**src/pao_pkg.sv**
```systemverilog
// Shared constants and state type for the port A override block
package pao_pkg;

	////////////////////////////////////////////////////////////////////////
	// Port geometry
	localparam int unsigned NUM_PINS = 8;

	// Pin positions
	localparam int unsigned PIN_RXD   = 0;
	localparam int unsigned PIN_TXD   = 1;
	localparam int unsigned PIN_MISO  = 2;
	localparam int unsigned PIN_INT1  = 3;
	localparam int unsigned PIN_MOSI  = 4;
	localparam int unsigned PIN_SCK   = 5;
	localparam int unsigned PIN_SS    = 6;
	localparam int unsigned PIN_AREF  = 7;

	////////////////////////////////////////////////////////////////////////
	// Values after reset
	localparam logic [7:0] RST_SYNC      = 8'h00;
	localparam logic [7:0] RST_PAD_OUT   = 8'h00;
	localparam logic [7:0] RST_PAD_OE    = 8'h00;
	localparam logic [7:0] RST_PULLUP_ON = 8'h00;
	localparam logic [7:0] RST_TOGGLE    = 8'h00;
	localparam logic [7:0] RST_DIG_IN_EN = 8'h00;
	localparam logic [7:0] RST_PIN_IN    = 8'h00;

	// Digital input enable when nothing overrides it
	localparam logic [7:0] DEFAULT_DIG_IN_EN = 8'hFF;

	////////////////////////////////////////////////////////////////////////
	// Complete registered state of the block
	typedef struct packed {
		logic [7:0] sync1_q;
		logic [7:0] sync2_q;
		logic [7:0] pad_out;
		logic [7:0] pad_oe;
		logic [7:0] pullup_on;
		logic [7:0] toggle;
		logic [7:0] dig_in_en;
		logic [7:0] pin_in;
	} pao_state_t;

endpackage : pao_pkg

```
**src/pao_port_a_override.sv**
```systemverilog
// Port A alternate function override logic with registered pad controls
//
// Contract
// UART receiver enabled forces pin 0 to input.
// LIN enabled forces pin 0 to input regardless of direction bit.
// Pin 0 forced input turns on pull-up when its port bit is one.
// Pin 0 pull-up and direction overrides follow receive active; direction 0, no value override.
// Pin 1 under LIN transmit: output, drives LIN transmit bit, pull-up value 0.
// Pin 2 under SPI master: pull-up and direction overridden, direction input.
// Pin 2 value priority: SPI slave data, serial shift-out, timer 0 compare A.
// Pin 3 input override by analog disable, external irq 1, or pin-change mask.
// Pins 0,1,2,6,7 input override by analog disable or enabled pin-change mask.
// Pin 7 gets no pull-up, direction, value or toggle override.
// Pins 4-6 pull-up override under SPI master; value is port bit AND pull-up disable.
// Pins 4,5 direction and value overrides under SPI master or two-wire alternate mode; code needs the direction bit for the two-wire value.
// Pin 5 drives SPI clock as master, else inverse of two-wire open-drain term.
// Pin 5 direction value is (clock hold OR port bit) AND direction bit 6.
// Pin 4 drives SPI master data, else inverse of two-wire open-drain term.
// Pin 4 direction value 0 as SPI master, else (shift-out OR port) AND direction.
// Pin 5 toggle override when serial toggle requested on alternate pins.
// Pins 4,5 input forced on by start-detect interrupt on alternate pins.
// Asserted override enable selects override value, else port register value; input enable falls back to DEFAULT_DIG_IN_EN.
// Pull-up active only when requested, pin is input, global disable clear.
`timescale 1ns/1ps

module pao_port_a_override (
	// Clock and reset
	input  wire logic                        I_SYS_CLK,
	input  wire logic                        I_RST_N,
	// Port registers
	input  wire logic [pao_pkg::NUM_PINS-1:0] I_PORT_OUTPUT_BIT,
	input  wire logic [pao_pkg::NUM_PINS-1:0] I_DIRECTION_BIT,
	input  wire logic                        I_GLOBAL_PULLUP_DISABLE,
	// SPI
	input  wire logic                        I_SPI_ENABLE_BIT,
	input  wire logic                        I_SPI_MASTER_SELECT,
	input  wire logic                        I_SPI_CLOCK_OUT,
	input  wire logic                        I_SPI_MASTER_DATA_OUT,
	input  wire logic                        I_SPI_SLAVE_DATA_OUT,
	// UART and LIN
	input  wire logic                        I_UART_RX_ENABLE,
	input  wire logic                        I_LIN_RX_ENABLE,
	input  wire logic                        I_LIN_TX_ENABLE,
	input  wire logic                        I_LIN_TX_BIT,
	// Universal serial interface
	input  wire logic                        I_TWO_WIRE_MODE_ACTIVE,
	input  wire logic                        I_THREE_WIRE_MODE_ACTIVE,
	input  wire logic                        I_SERIAL_ALT_PIN_SELECT,
	input  wire logic                        I_SHIFTER_MSB_OUT,
	input  wire logic                        I_CLOCK_STRETCH_HOLD,
	input  wire logic                        I_TOGGLE_REQUEST,
	input  wire logic                        I_START_DETECT_IRQ_ENABLE,
	// Timer 0
	input  wire logic                        I_TIMER0_COMPARE_A_OUT,
	input  wire logic                        I_TIMER0_COMPARE_A_ENABLE,
	// Interrupts and analog
	input  wire logic                        I_EXT_IRQ1_ENABLE,
	input  wire logic                        I_PIN_CHANGE_GROUP_ENABLE,
	input  wire logic [pao_pkg::NUM_PINS-1:0] I_PIN_CHANGE_MASK_BIT,
	input  wire logic [pao_pkg::NUM_PINS-1:0] I_ANALOG_PIN_DIGITAL_DISABLE,
	// Pads
	input  wire logic [pao_pkg::NUM_PINS-1:0] I_PAD_IN,
	output logic      [pao_pkg::NUM_PINS-1:0] O_PAD_OUT,
	output logic      [pao_pkg::NUM_PINS-1:0] O_PAD_OE,
	output logic      [pao_pkg::NUM_PINS-1:0] O_PULLUP_ON,
	// Back to port and peripherals
	output logic      [pao_pkg::NUM_PINS-1:0] O_PORT_TOGGLE,
	output logic      [pao_pkg::NUM_PINS-1:0] O_DIGITAL_INPUT_ENABLE,
	output logic      [pao_pkg::NUM_PINS-1:0] O_PIN_IN
);
	import pao_pkg::*;

	////////////////////////////////////////////////////////////////////////
	// Shared conditions
	logic spi_master;
	logic two_wire_alt;
	logic usi_do_alt;
	logic rx_active;
	logic pc_en;
	logic start_alt;

	assign spi_master   = I_SPI_ENABLE_BIT & I_SPI_MASTER_SELECT;
	assign two_wire_alt = I_TWO_WIRE_MODE_ACTIVE & I_SERIAL_ALT_PIN_SELECT;
	assign usi_do_alt   = I_TWO_WIRE_MODE_ACTIVE & I_THREE_WIRE_MODE_ACTIVE & I_SERIAL_ALT_PIN_SELECT;
	assign rx_active    = I_UART_RX_ENABLE | I_LIN_RX_ENABLE; // see R1
	assign pc_en        = I_PIN_CHANGE_GROUP_ENABLE;
	assign start_alt    = I_START_DETECT_IRQ_ENABLE & I_SERIAL_ALT_PIN_SELECT;

	////////////////////////////////////////////////////////////////////////
	// Override enables and values per pin
	logic [NUM_PINS-1:0] pullup_override_enable;
	logic [NUM_PINS-1:0] pullup_override_value;
	logic [NUM_PINS-1:0] direction_override_enable;
	logic [NUM_PINS-1:0] direction_override_value;
	logic [NUM_PINS-1:0] output_value_override_enable;
	logic [NUM_PINS-1:0] output_value_override_value;
	logic [NUM_PINS-1:0] toggle_override_enable;
	logic [NUM_PINS-1:0] input_enable_override_enable;
	logic [NUM_PINS-1:0] input_enable_override_value;

	// Override table
	always_comb begin
		pullup_override_enable = '0;
		pullup_override_value = '0;
		direction_override_enable = '0;
		direction_override_value = '0;
		output_value_override_enable = '0;
		output_value_override_value = '0;
		toggle_override_enable = '0;
		// Pin 7 keeps only the input disable path
		input_enable_override_enable = I_ANALOG_PIN_DIGITAL_DISABLE
			| (I_PIN_CHANGE_MASK_BIT & {NUM_PINS{pc_en}}); // see R9
		input_enable_override_value = I_PIN_CHANGE_MASK_BIT & {NUM_PINS{pc_en}};

		// Pin 0: receive input with pull-up from port bit
		pullup_override_enable[PIN_RXD] = rx_active;
		pullup_override_value[PIN_RXD] = I_PORT_OUTPUT_BIT[PIN_RXD] & ~I_GLOBAL_PULLUP_DISABLE;
		direction_override_enable[PIN_RXD] = rx_active; // see R1 see R2
		direction_override_value[PIN_RXD] = 1'b0;

		// Pin 1: LIN transmit output
		pullup_override_enable[PIN_TXD] = I_LIN_TX_ENABLE;
		pullup_override_value[PIN_TXD] = 1'b0;
		direction_override_enable[PIN_TXD] = I_LIN_TX_ENABLE;
		direction_override_value[PIN_TXD] = I_LIN_TX_ENABLE;
		output_value_override_enable[PIN_TXD] = I_LIN_TX_ENABLE;
		output_value_override_value[PIN_TXD] = I_LIN_TX_ENABLE & I_LIN_TX_BIT;

		// Pin 2: SPI data input as master, value by priority otherwise
		pullup_override_enable[PIN_MISO] = spi_master;
		pullup_override_value[PIN_MISO] = I_PORT_OUTPUT_BIT[PIN_MISO] & I_GLOBAL_PULLUP_DISABLE;
		direction_override_enable[PIN_MISO] = spi_master;
		direction_override_value[PIN_MISO] = 1'b0;
		output_value_override_enable[PIN_MISO] = spi_master | usi_do_alt | I_TIMER0_COMPARE_A_ENABLE;
		if (spi_master) begin
			output_value_override_value[PIN_MISO] = I_SPI_SLAVE_DATA_OUT;
		end else if (usi_do_alt) begin
			output_value_override_value[PIN_MISO] = I_SHIFTER_MSB_OUT;
		end else begin
			output_value_override_value[PIN_MISO] = I_TIMER0_COMPARE_A_OUT;
		end

		// Pin 3: external interrupt keeps the input alive
		pullup_override_value[PIN_INT1] = I_PORT_OUTPUT_BIT[PIN_INT1] & I_GLOBAL_PULLUP_DISABLE;
		input_enable_override_enable[PIN_INT1] = I_ANALOG_PIN_DIGITAL_DISABLE[PIN_INT1] | I_EXT_IRQ1_ENABLE
			| (pc_en & I_PIN_CHANGE_MASK_BIT[PIN_INT1]);
		input_enable_override_value[PIN_INT1] = I_EXT_IRQ1_ENABLE
			| (pc_en & I_PIN_CHANGE_MASK_BIT[PIN_INT1]);

		// Pin 4: SPI master data or two-wire data
		pullup_override_enable[PIN_MOSI] = spi_master;
		pullup_override_value[PIN_MOSI] = I_PORT_OUTPUT_BIT[PIN_MOSI]
			& I_GLOBAL_PULLUP_DISABLE;
		direction_override_enable[PIN_MOSI] = spi_master | two_wire_alt;
		direction_override_value[PIN_MOSI] = spi_master ? 1'b0
			: ((I_SHIFTER_MSB_OUT | I_PORT_OUTPUT_BIT[PIN_MOSI]) & I_DIRECTION_BIT[PIN_MOSI]);
		output_value_override_enable[PIN_MOSI] = spi_master
			| (two_wire_alt & I_DIRECTION_BIT[PIN_MOSI]);
		output_value_override_value[PIN_MOSI] = spi_master ? I_SPI_MASTER_DATA_OUT
			: ~(two_wire_alt & I_DIRECTION_BIT[PIN_MOSI]);
		input_enable_override_enable[PIN_MOSI] = input_enable_override_enable[PIN_MOSI]
			| start_alt;
		input_enable_override_value[PIN_MOSI] = input_enable_override_value[PIN_MOSI]
			| start_alt;

		// Pin 5: SPI clock or two-wire clock with stretching
		pullup_override_enable[PIN_SCK] = spi_master;
		pullup_override_value[PIN_SCK] = I_PORT_OUTPUT_BIT[PIN_SCK]
			& I_GLOBAL_PULLUP_DISABLE;
		direction_override_enable[PIN_SCK] = spi_master | two_wire_alt;
		direction_override_value[PIN_SCK] = (I_CLOCK_STRETCH_HOLD | I_PORT_OUTPUT_BIT[PIN_SCK])
			& I_DIRECTION_BIT[PIN_SS];
		output_value_override_enable[PIN_SCK] = spi_master
			| (two_wire_alt & I_DIRECTION_BIT[PIN_SCK]);
		output_value_override_value[PIN_SCK] = spi_master ? I_SPI_CLOCK_OUT
			: ~(two_wire_alt & I_DIRECTION_BIT[PIN_SCK]);
		toggle_override_enable[PIN_SCK] = I_TOGGLE_REQUEST & I_SERIAL_ALT_PIN_SELECT;
		input_enable_override_enable[PIN_SCK] = input_enable_override_enable[PIN_SCK]
			| start_alt;
		input_enable_override_value[PIN_SCK] = input_enable_override_value[PIN_SCK]
			| start_alt;

		// Pin 6: slave select
		pullup_override_enable[PIN_SS] = spi_master;
		pullup_override_value[PIN_SS] = I_PORT_OUTPUT_BIT[PIN_SS] & I_GLOBAL_PULLUP_DISABLE;
		direction_override_enable[PIN_SS] = spi_master;
		direction_override_value[PIN_SS] = 1'b0;
	end

	////////////////////////////////////////////////////////////////////////
	// Per-pin resolution of overrides against the port registers
	logic [NUM_PINS-1:0] eff_dir;
	logic [NUM_PINS-1:0] eff_out;
	logic [NUM_PINS-1:0] eff_pull;
	logic [NUM_PINS-1:0] eff_die;

	genvar gi;
	generate
		for (gi = 0; gi < NUM_PINS; gi++) begin : g_pin
			assign eff_dir[gi]  = direction_override_enable[gi] ? direction_override_value[gi]
				: I_DIRECTION_BIT[gi];
			assign eff_out[gi]  = output_value_override_enable[gi] ? output_value_override_value[gi]
				: I_PORT_OUTPUT_BIT[gi];
			assign eff_pull[gi] = (pullup_override_enable[gi] ? pullup_override_value[gi]
				: I_PORT_OUTPUT_BIT[gi]) & ~eff_dir[gi] & ~I_GLOBAL_PULLUP_DISABLE;
			assign eff_die[gi]  = input_enable_override_enable[gi] ? input_enable_override_value[gi]
				: DEFAULT_DIG_IN_EN[gi];
		end
	endgenerate

	////////////////////////////////////////////////////////////////////////
	// State update
	pao_state_t st_q;
	pao_state_t st_d;

	// Next state: synchroniser chain and registered pad controls
	always_comb begin
		st_d           = st_q;
		st_d.sync1_q   = I_PAD_IN;
		st_d.sync2_q   = st_q.sync1_q;
		st_d.pad_out   = eff_out;
		st_d.pad_oe    = eff_dir;
		st_d.pullup_on = eff_pull;
		st_d.toggle    = toggle_override_enable;
		st_d.dig_in_en = eff_die;
		st_d.pin_in    = st_q.sync2_q & eff_die; // Disabled inputs read low
	end

	// Register with synchronous reset
	always_ff @(posedge I_SYS_CLK) begin
		if (!I_RST_N) begin
			st_q <= '{sync1_q: RST_SYNC, sync2_q: RST_SYNC, pad_out: RST_PAD_OUT, pad_oe: RST_PAD_OE,
				pullup_on: RST_PULLUP_ON, toggle: RST_TOGGLE, dig_in_en: RST_DIG_IN_EN, pin_in: RST_PIN_IN};
		end else begin
			st_q <= st_d;
		end
	end

	// Outputs straight from flip-flops
	assign O_PAD_OUT              = st_q.pad_out;
	assign O_PAD_OE               = st_q.pad_oe;
	assign O_PULLUP_ON            = st_q.pullup_on;
	assign O_PORT_TOGGLE          = st_q.toggle;
	assign O_DIGITAL_INPUT_ENABLE = st_q.dig_in_en;
	assign O_PIN_IN               = st_q.pin_in;
endmodule : pao_port_a_override

```
**config.mk**
```make
export PLATFORM = sky130hd
export DESIGN_NAME = pao_port_a_override
export DESIGN_NICKNAME = d
export VERILOG_FILES = /design/src/pao_pkg.sv /design/src/pao_port_a_override.sv
export SDC_FILE = /design/constraint.sdc
export NUM_CORES = 1
export LEC_CHECK = 0
export BUFFER_PORTS_ARGS = -buffer_cell sky130_fd_sc_hd__buf_2
export CAP_MARGIN = 20
export CORE_ASPECT_RATIO = 2
export CORE_MARGIN = 8
export CORE_UTILIZATION = 48
export CTS_CLUSTER_SIZE = 28
export DETAILED_ROUTE_END_ITERATION = 8
export GPL_ROUTABILITY_DRIVEN = 1
export PLACE_DENSITY = 0.84
export SYNTH_ARGS = -nofsm -noshare
export SYNTH_HDL_FRONTEND = slang
export SYNTH_SLANG_ARGS = --single-unit
```
**constraint.sdc**
```tcl
create_clock -name I_SYS_CLK -period 2.4 [get_ports I_SYS_CLK]
set_input_delay 0.6 -clock I_SYS_CLK [delete_from_list [all_inputs] [get_ports I_SYS_CLK]]
set_output_delay 0.6 -clock I_SYS_CLK [all_outputs]
set_load 0.02 [all_outputs]
```
==> flow_summary.json <==
{
  "irDropWorstVdd_mv": 0.4977,
  "slowest_delay_ns": 0.32,
  "core_sq_um": 4297,
  "cp_num_buf_inv": 1,
  "cpLargestDelayFamily": "flip-flops",
  "grt_overflow": 0,
  "worstSetupEndpoint": "O_PULLUP_ON[0]",
  "hold_path.class": "flip-flop to flip-flop",
  "hold_viol_final": 0,
  "clkPwrFrac_pct": 42.7,
  "maxCapViolations": 0,
  "clockBufferDepth": 2,
  "diodes": 0,
  "sw_frac_of_total_pct": 22.74,
  "power.total_w": 0.002127,
  "cts_resized": 0,
  "crit_start": "O_PULLUP_ON[0]$_SDFF_PN0_",
  "drc_errors": 0,
  "worstPathCellList": "buf_2",
  "clkTransAtPathRegs_ns": 0.06,
  "setup_viol": 0,
  "grt_max_degree": 34,
  "powerDensity_nw_per_um2": 835.7,
  "synth.cell_area_sq_um": 2121,
  "yosysWarnings": 0,
  "multiInputGateArea_sq_um": 601.8,
  "synth.avg_cell_area_sq_um": 10.40,
  "finish.utilization_pct": 59.23,
  "r2r_end": "st_q[51]$_SDFF_PN0_",
  "gp_congestion": 0.8792,
  "synthCells": 204,
  "seq_power_share_pct": 47.0,
  "drtAntennaViolNets": 0,
  "regArea_sq_um": 1141,
  "finClkSkew_ns": 0.002289,
  "post-place-cells": 314,
  "cp-start-kind": "flip-flop",
  "cts_max_level": 3,
  "grt_use_total_pct": 14.03,
  "die_w_microns": 63,
  "postCtsSetupRepairBufs": 0,
  "slew_viol_final": 0,
  "drt_iter0_markers": 33,
  "row_count": 34,
  "leakage_nw": 1.302,
  "switching_power_w": 0.0004836,
  "nets": 334,
  "grt_pass1_vias": 1540,
  "wirelength_mm": 4.768,
  "cts_hold_buf": 0,
  "cts_tree": "done",
  "first_pass_iters": 4,
  "path_class": "flip-flop to primary output",
  "synth_cell_type_count": 29,
  "vias": 1456,
  "fin_cells": 330,
  "cp-end-kind": "primary output",
  "drive_above_1_share_pct": 47.10,
  "synth-seq-cells": 57,
  "clk_latency_ns": 0.33,
  "r2r_start": "st_d[51]$_SDFF_PN0_",
  "wire_per_inst_microns": 14.45,
  "synth_seq_area_share_pct": 53.81,
  "status": "finished, final reports clean",
  "io-pin-count": 111,
  "syn_to_final_growth_pct": 20.00,
  "fin_crit_ns": 1.414,
  "combPwrFrac_pct": 10.3,
  "routed_via_density": 4.412,
  "portBuffers": 103,
  "cts_sinks": 57,
  "slowest_stage": "dfxtp_1",
  "fin_tns_setup_ns": 0,
  "fin_crit_sh_pct": 58.93,
  "hold-worst-slack_ns": 0.4224,
  "cp_max_fo": 1,
  "start_util_pct": 49.36,
  "ff2ff_setup_slack_ns": 1.87,
  "die_area_sq_um": 6930,
  "path_depth": 1,
  "dieHeight_microns": 110,
  "fmax_ghz": 0.7071,
  "worst_ep_required_time_ns": 1.80,
  "grt_pass1_wl_mm": 7.362,
  "numCtsBuffers": 9,
  "power.internal_w": 0.001643,
  "hpwlAfterDp_mm": 3.726,
  "rr_worst_depth": 1,
  "fillers": 406,
  "root_buffer": "clkbuf_8",
  "rsz0062_at_grt": "false",
  "arrival_ns": 0.81,
  "antenna_found_initial": 0
}
[worst min-delay path by stage]
stage	from	to	slack (ns)	depth (start not counted)
finish	st_q[55]$_SDFF_PN0_	O_PIN_IN[7]$_SDFF_PN0_	0.42	1
CTS	st_q[55]$_SDFF_PN0_	O_PIN_IN[7]$_SDFF_PN0_	0.42	1
detailed placement	st_q[55]$_SDFF_PN0_	O_PIN_IN[7]$_SDFF_PN0_	0.41	1
global placement	st_q[50]$_SDFF_PN0_	O_PIN_IN[2]$_SDFF_PN0_	0.41	1
floorplan	st_q[48]$_SDFF_PN0_	O_PIN_IN[0]$_SDFF_PN0_	0.41	1
global route	I_DIRECTION_BIT[3]	O_PULLUP_ON[3]$_SDFF_PN0_	0.43	2
[cell families (layout without fill, tap and decap cells)]
family | after synthesis | count (layout) | synth area share [%]
compound gates | 18 | 18 | 6.666
mux | 3 | 3 | 1.416
simple gates | 69 | 69 | 19.06
flops | 57 | 57 | 53.81
buf+inv | 56 | 122 | 18.88
other cells | 1 | 7 | 0.1768
[synth_stat cells]
cell type | number | share of area (%)
a211oi_2 | 1 | 0.59
a21o_1 | 1 | 0.35
a21oi_1 | 1 | 0.24
a21oi_2 | 7 | 2.9
a22oi_1 | 2 | 0.71
a31oi_1 | 1 | 0.30
and2_1 | 30 | 8.8
and3_1 | 6 | 1.8
buf_2 | 2 | 0.47
buf_4 | 50 | 18
clkbuf_1 | 1 | 0.18
conb_1 | 1 | 0.18
dfxtp_1 | 57 | 54
inv_1 | 2 | 0.35
inv_2 | 1 | 0.18
mux2i_1 | 3 | 1.4
nand2_1 | 14 | 2.5
nand2_2 | 1 | 0.30
nand2b_1 | 1 | 0.30
nand3_1 | 4 | 0.94
nand4_1 | 1 | 0.30
nor2_1 | 6 | 1.1
nor3_1 | 1 | 0.24
nor3b_1 | 2 | 0.71
nor4b_2 | 3 | 2.1
o21ai_0 | 1 | 0.24
o22ai_1 | 2 | 0.59
o311ai_1 | 1 | 0.41
o31ai_1 | 1 | 0.35
[power groups by stage]
stage	clock network, W	logic, W	registers [W]
6_report	0.000908	0.000219	0.00100
5_1_grt	0.000974	0.000238	0.00100
4_1_cts	0.000928	0.000221	0.00100
3_5_place_dp	0	0.000220	0.00102
3_3_place_gp	0	0.000215	0.00102
2_1_floorplan	0	0.000169	0.00102
[placed cells by master (no fill, tap or decap), drive strengths merged]
| cell type | count |
|---|---|
| buf | 103 |
| dfxtp | 57 |
| and2 | 30 |
| nand2 | 15 |
| clkbuf | 14 |
| a21oi | 8 |
| conb | 7 |
| and3 | 6 |
| nor2 | 6 |
| nand3 | 4 |
| mux2i | 3 |
| nor4b | 3 |
| inv | 3 |
| a22oi | 2 |
| nor3b | 2 |
| o22ai | 2 |
| a31oi | 1 |
| o21ai | 1 |
| a21o | 1 |
| o31ai | 1 |
| nor3 | 1 |
| nand2b | 1 |
| a211oi | 1 |
| nand4 | 1 |
| o311ai | 1 |
| bufinv | 1 |
| clkinv | 1 |
[state kept, by name, indices dropped and copies added, names as in the netlist]
signal and cells:
O_DIGITAL_INPUT_ENABLE 8, O_PAD_OE 8, O_PAD_OUT 8, O_PIN_IN 8, O_PULLUP_ON 8, st_d 8
st_q 8, O_PORT_TOGGLE 1
[cell type report]
cell class / count / share of cell area [%]
Clock buffer: 14 / 6.785
Inverter: 3 / 0.4425
Sequential cell: 57 / 44.84
Tap cell: 54 / 2.655
Timing Repair Buffer: 103 / 20.26
Multi-Input combinational cell: 97 / 23.65
Clock inverter: 2 / 1.377
[per-stage QoR]
stage | worst slack [ns] | cell area, sq um
finish | 0.9857 | 2545
global route | 0.9421 | 2545
CTS | 0.9740 | 2545
detailed placement | 0.6961 | 2337
global placement | 0.7624 | 2337
floorplan | 1.163 | 2143
[layer usage]
layer  track usage (%)  vias to the layer above  share of wire, %
met3             5.972                        5               8.6
met2             24.32                       69                55
li1                  -                      747                 -
met5                 0                        -                 0
met4             11.00                        0               1.9
met1             12.66                      635                34
Note: power is estimated with default switching activity, not from simulation.
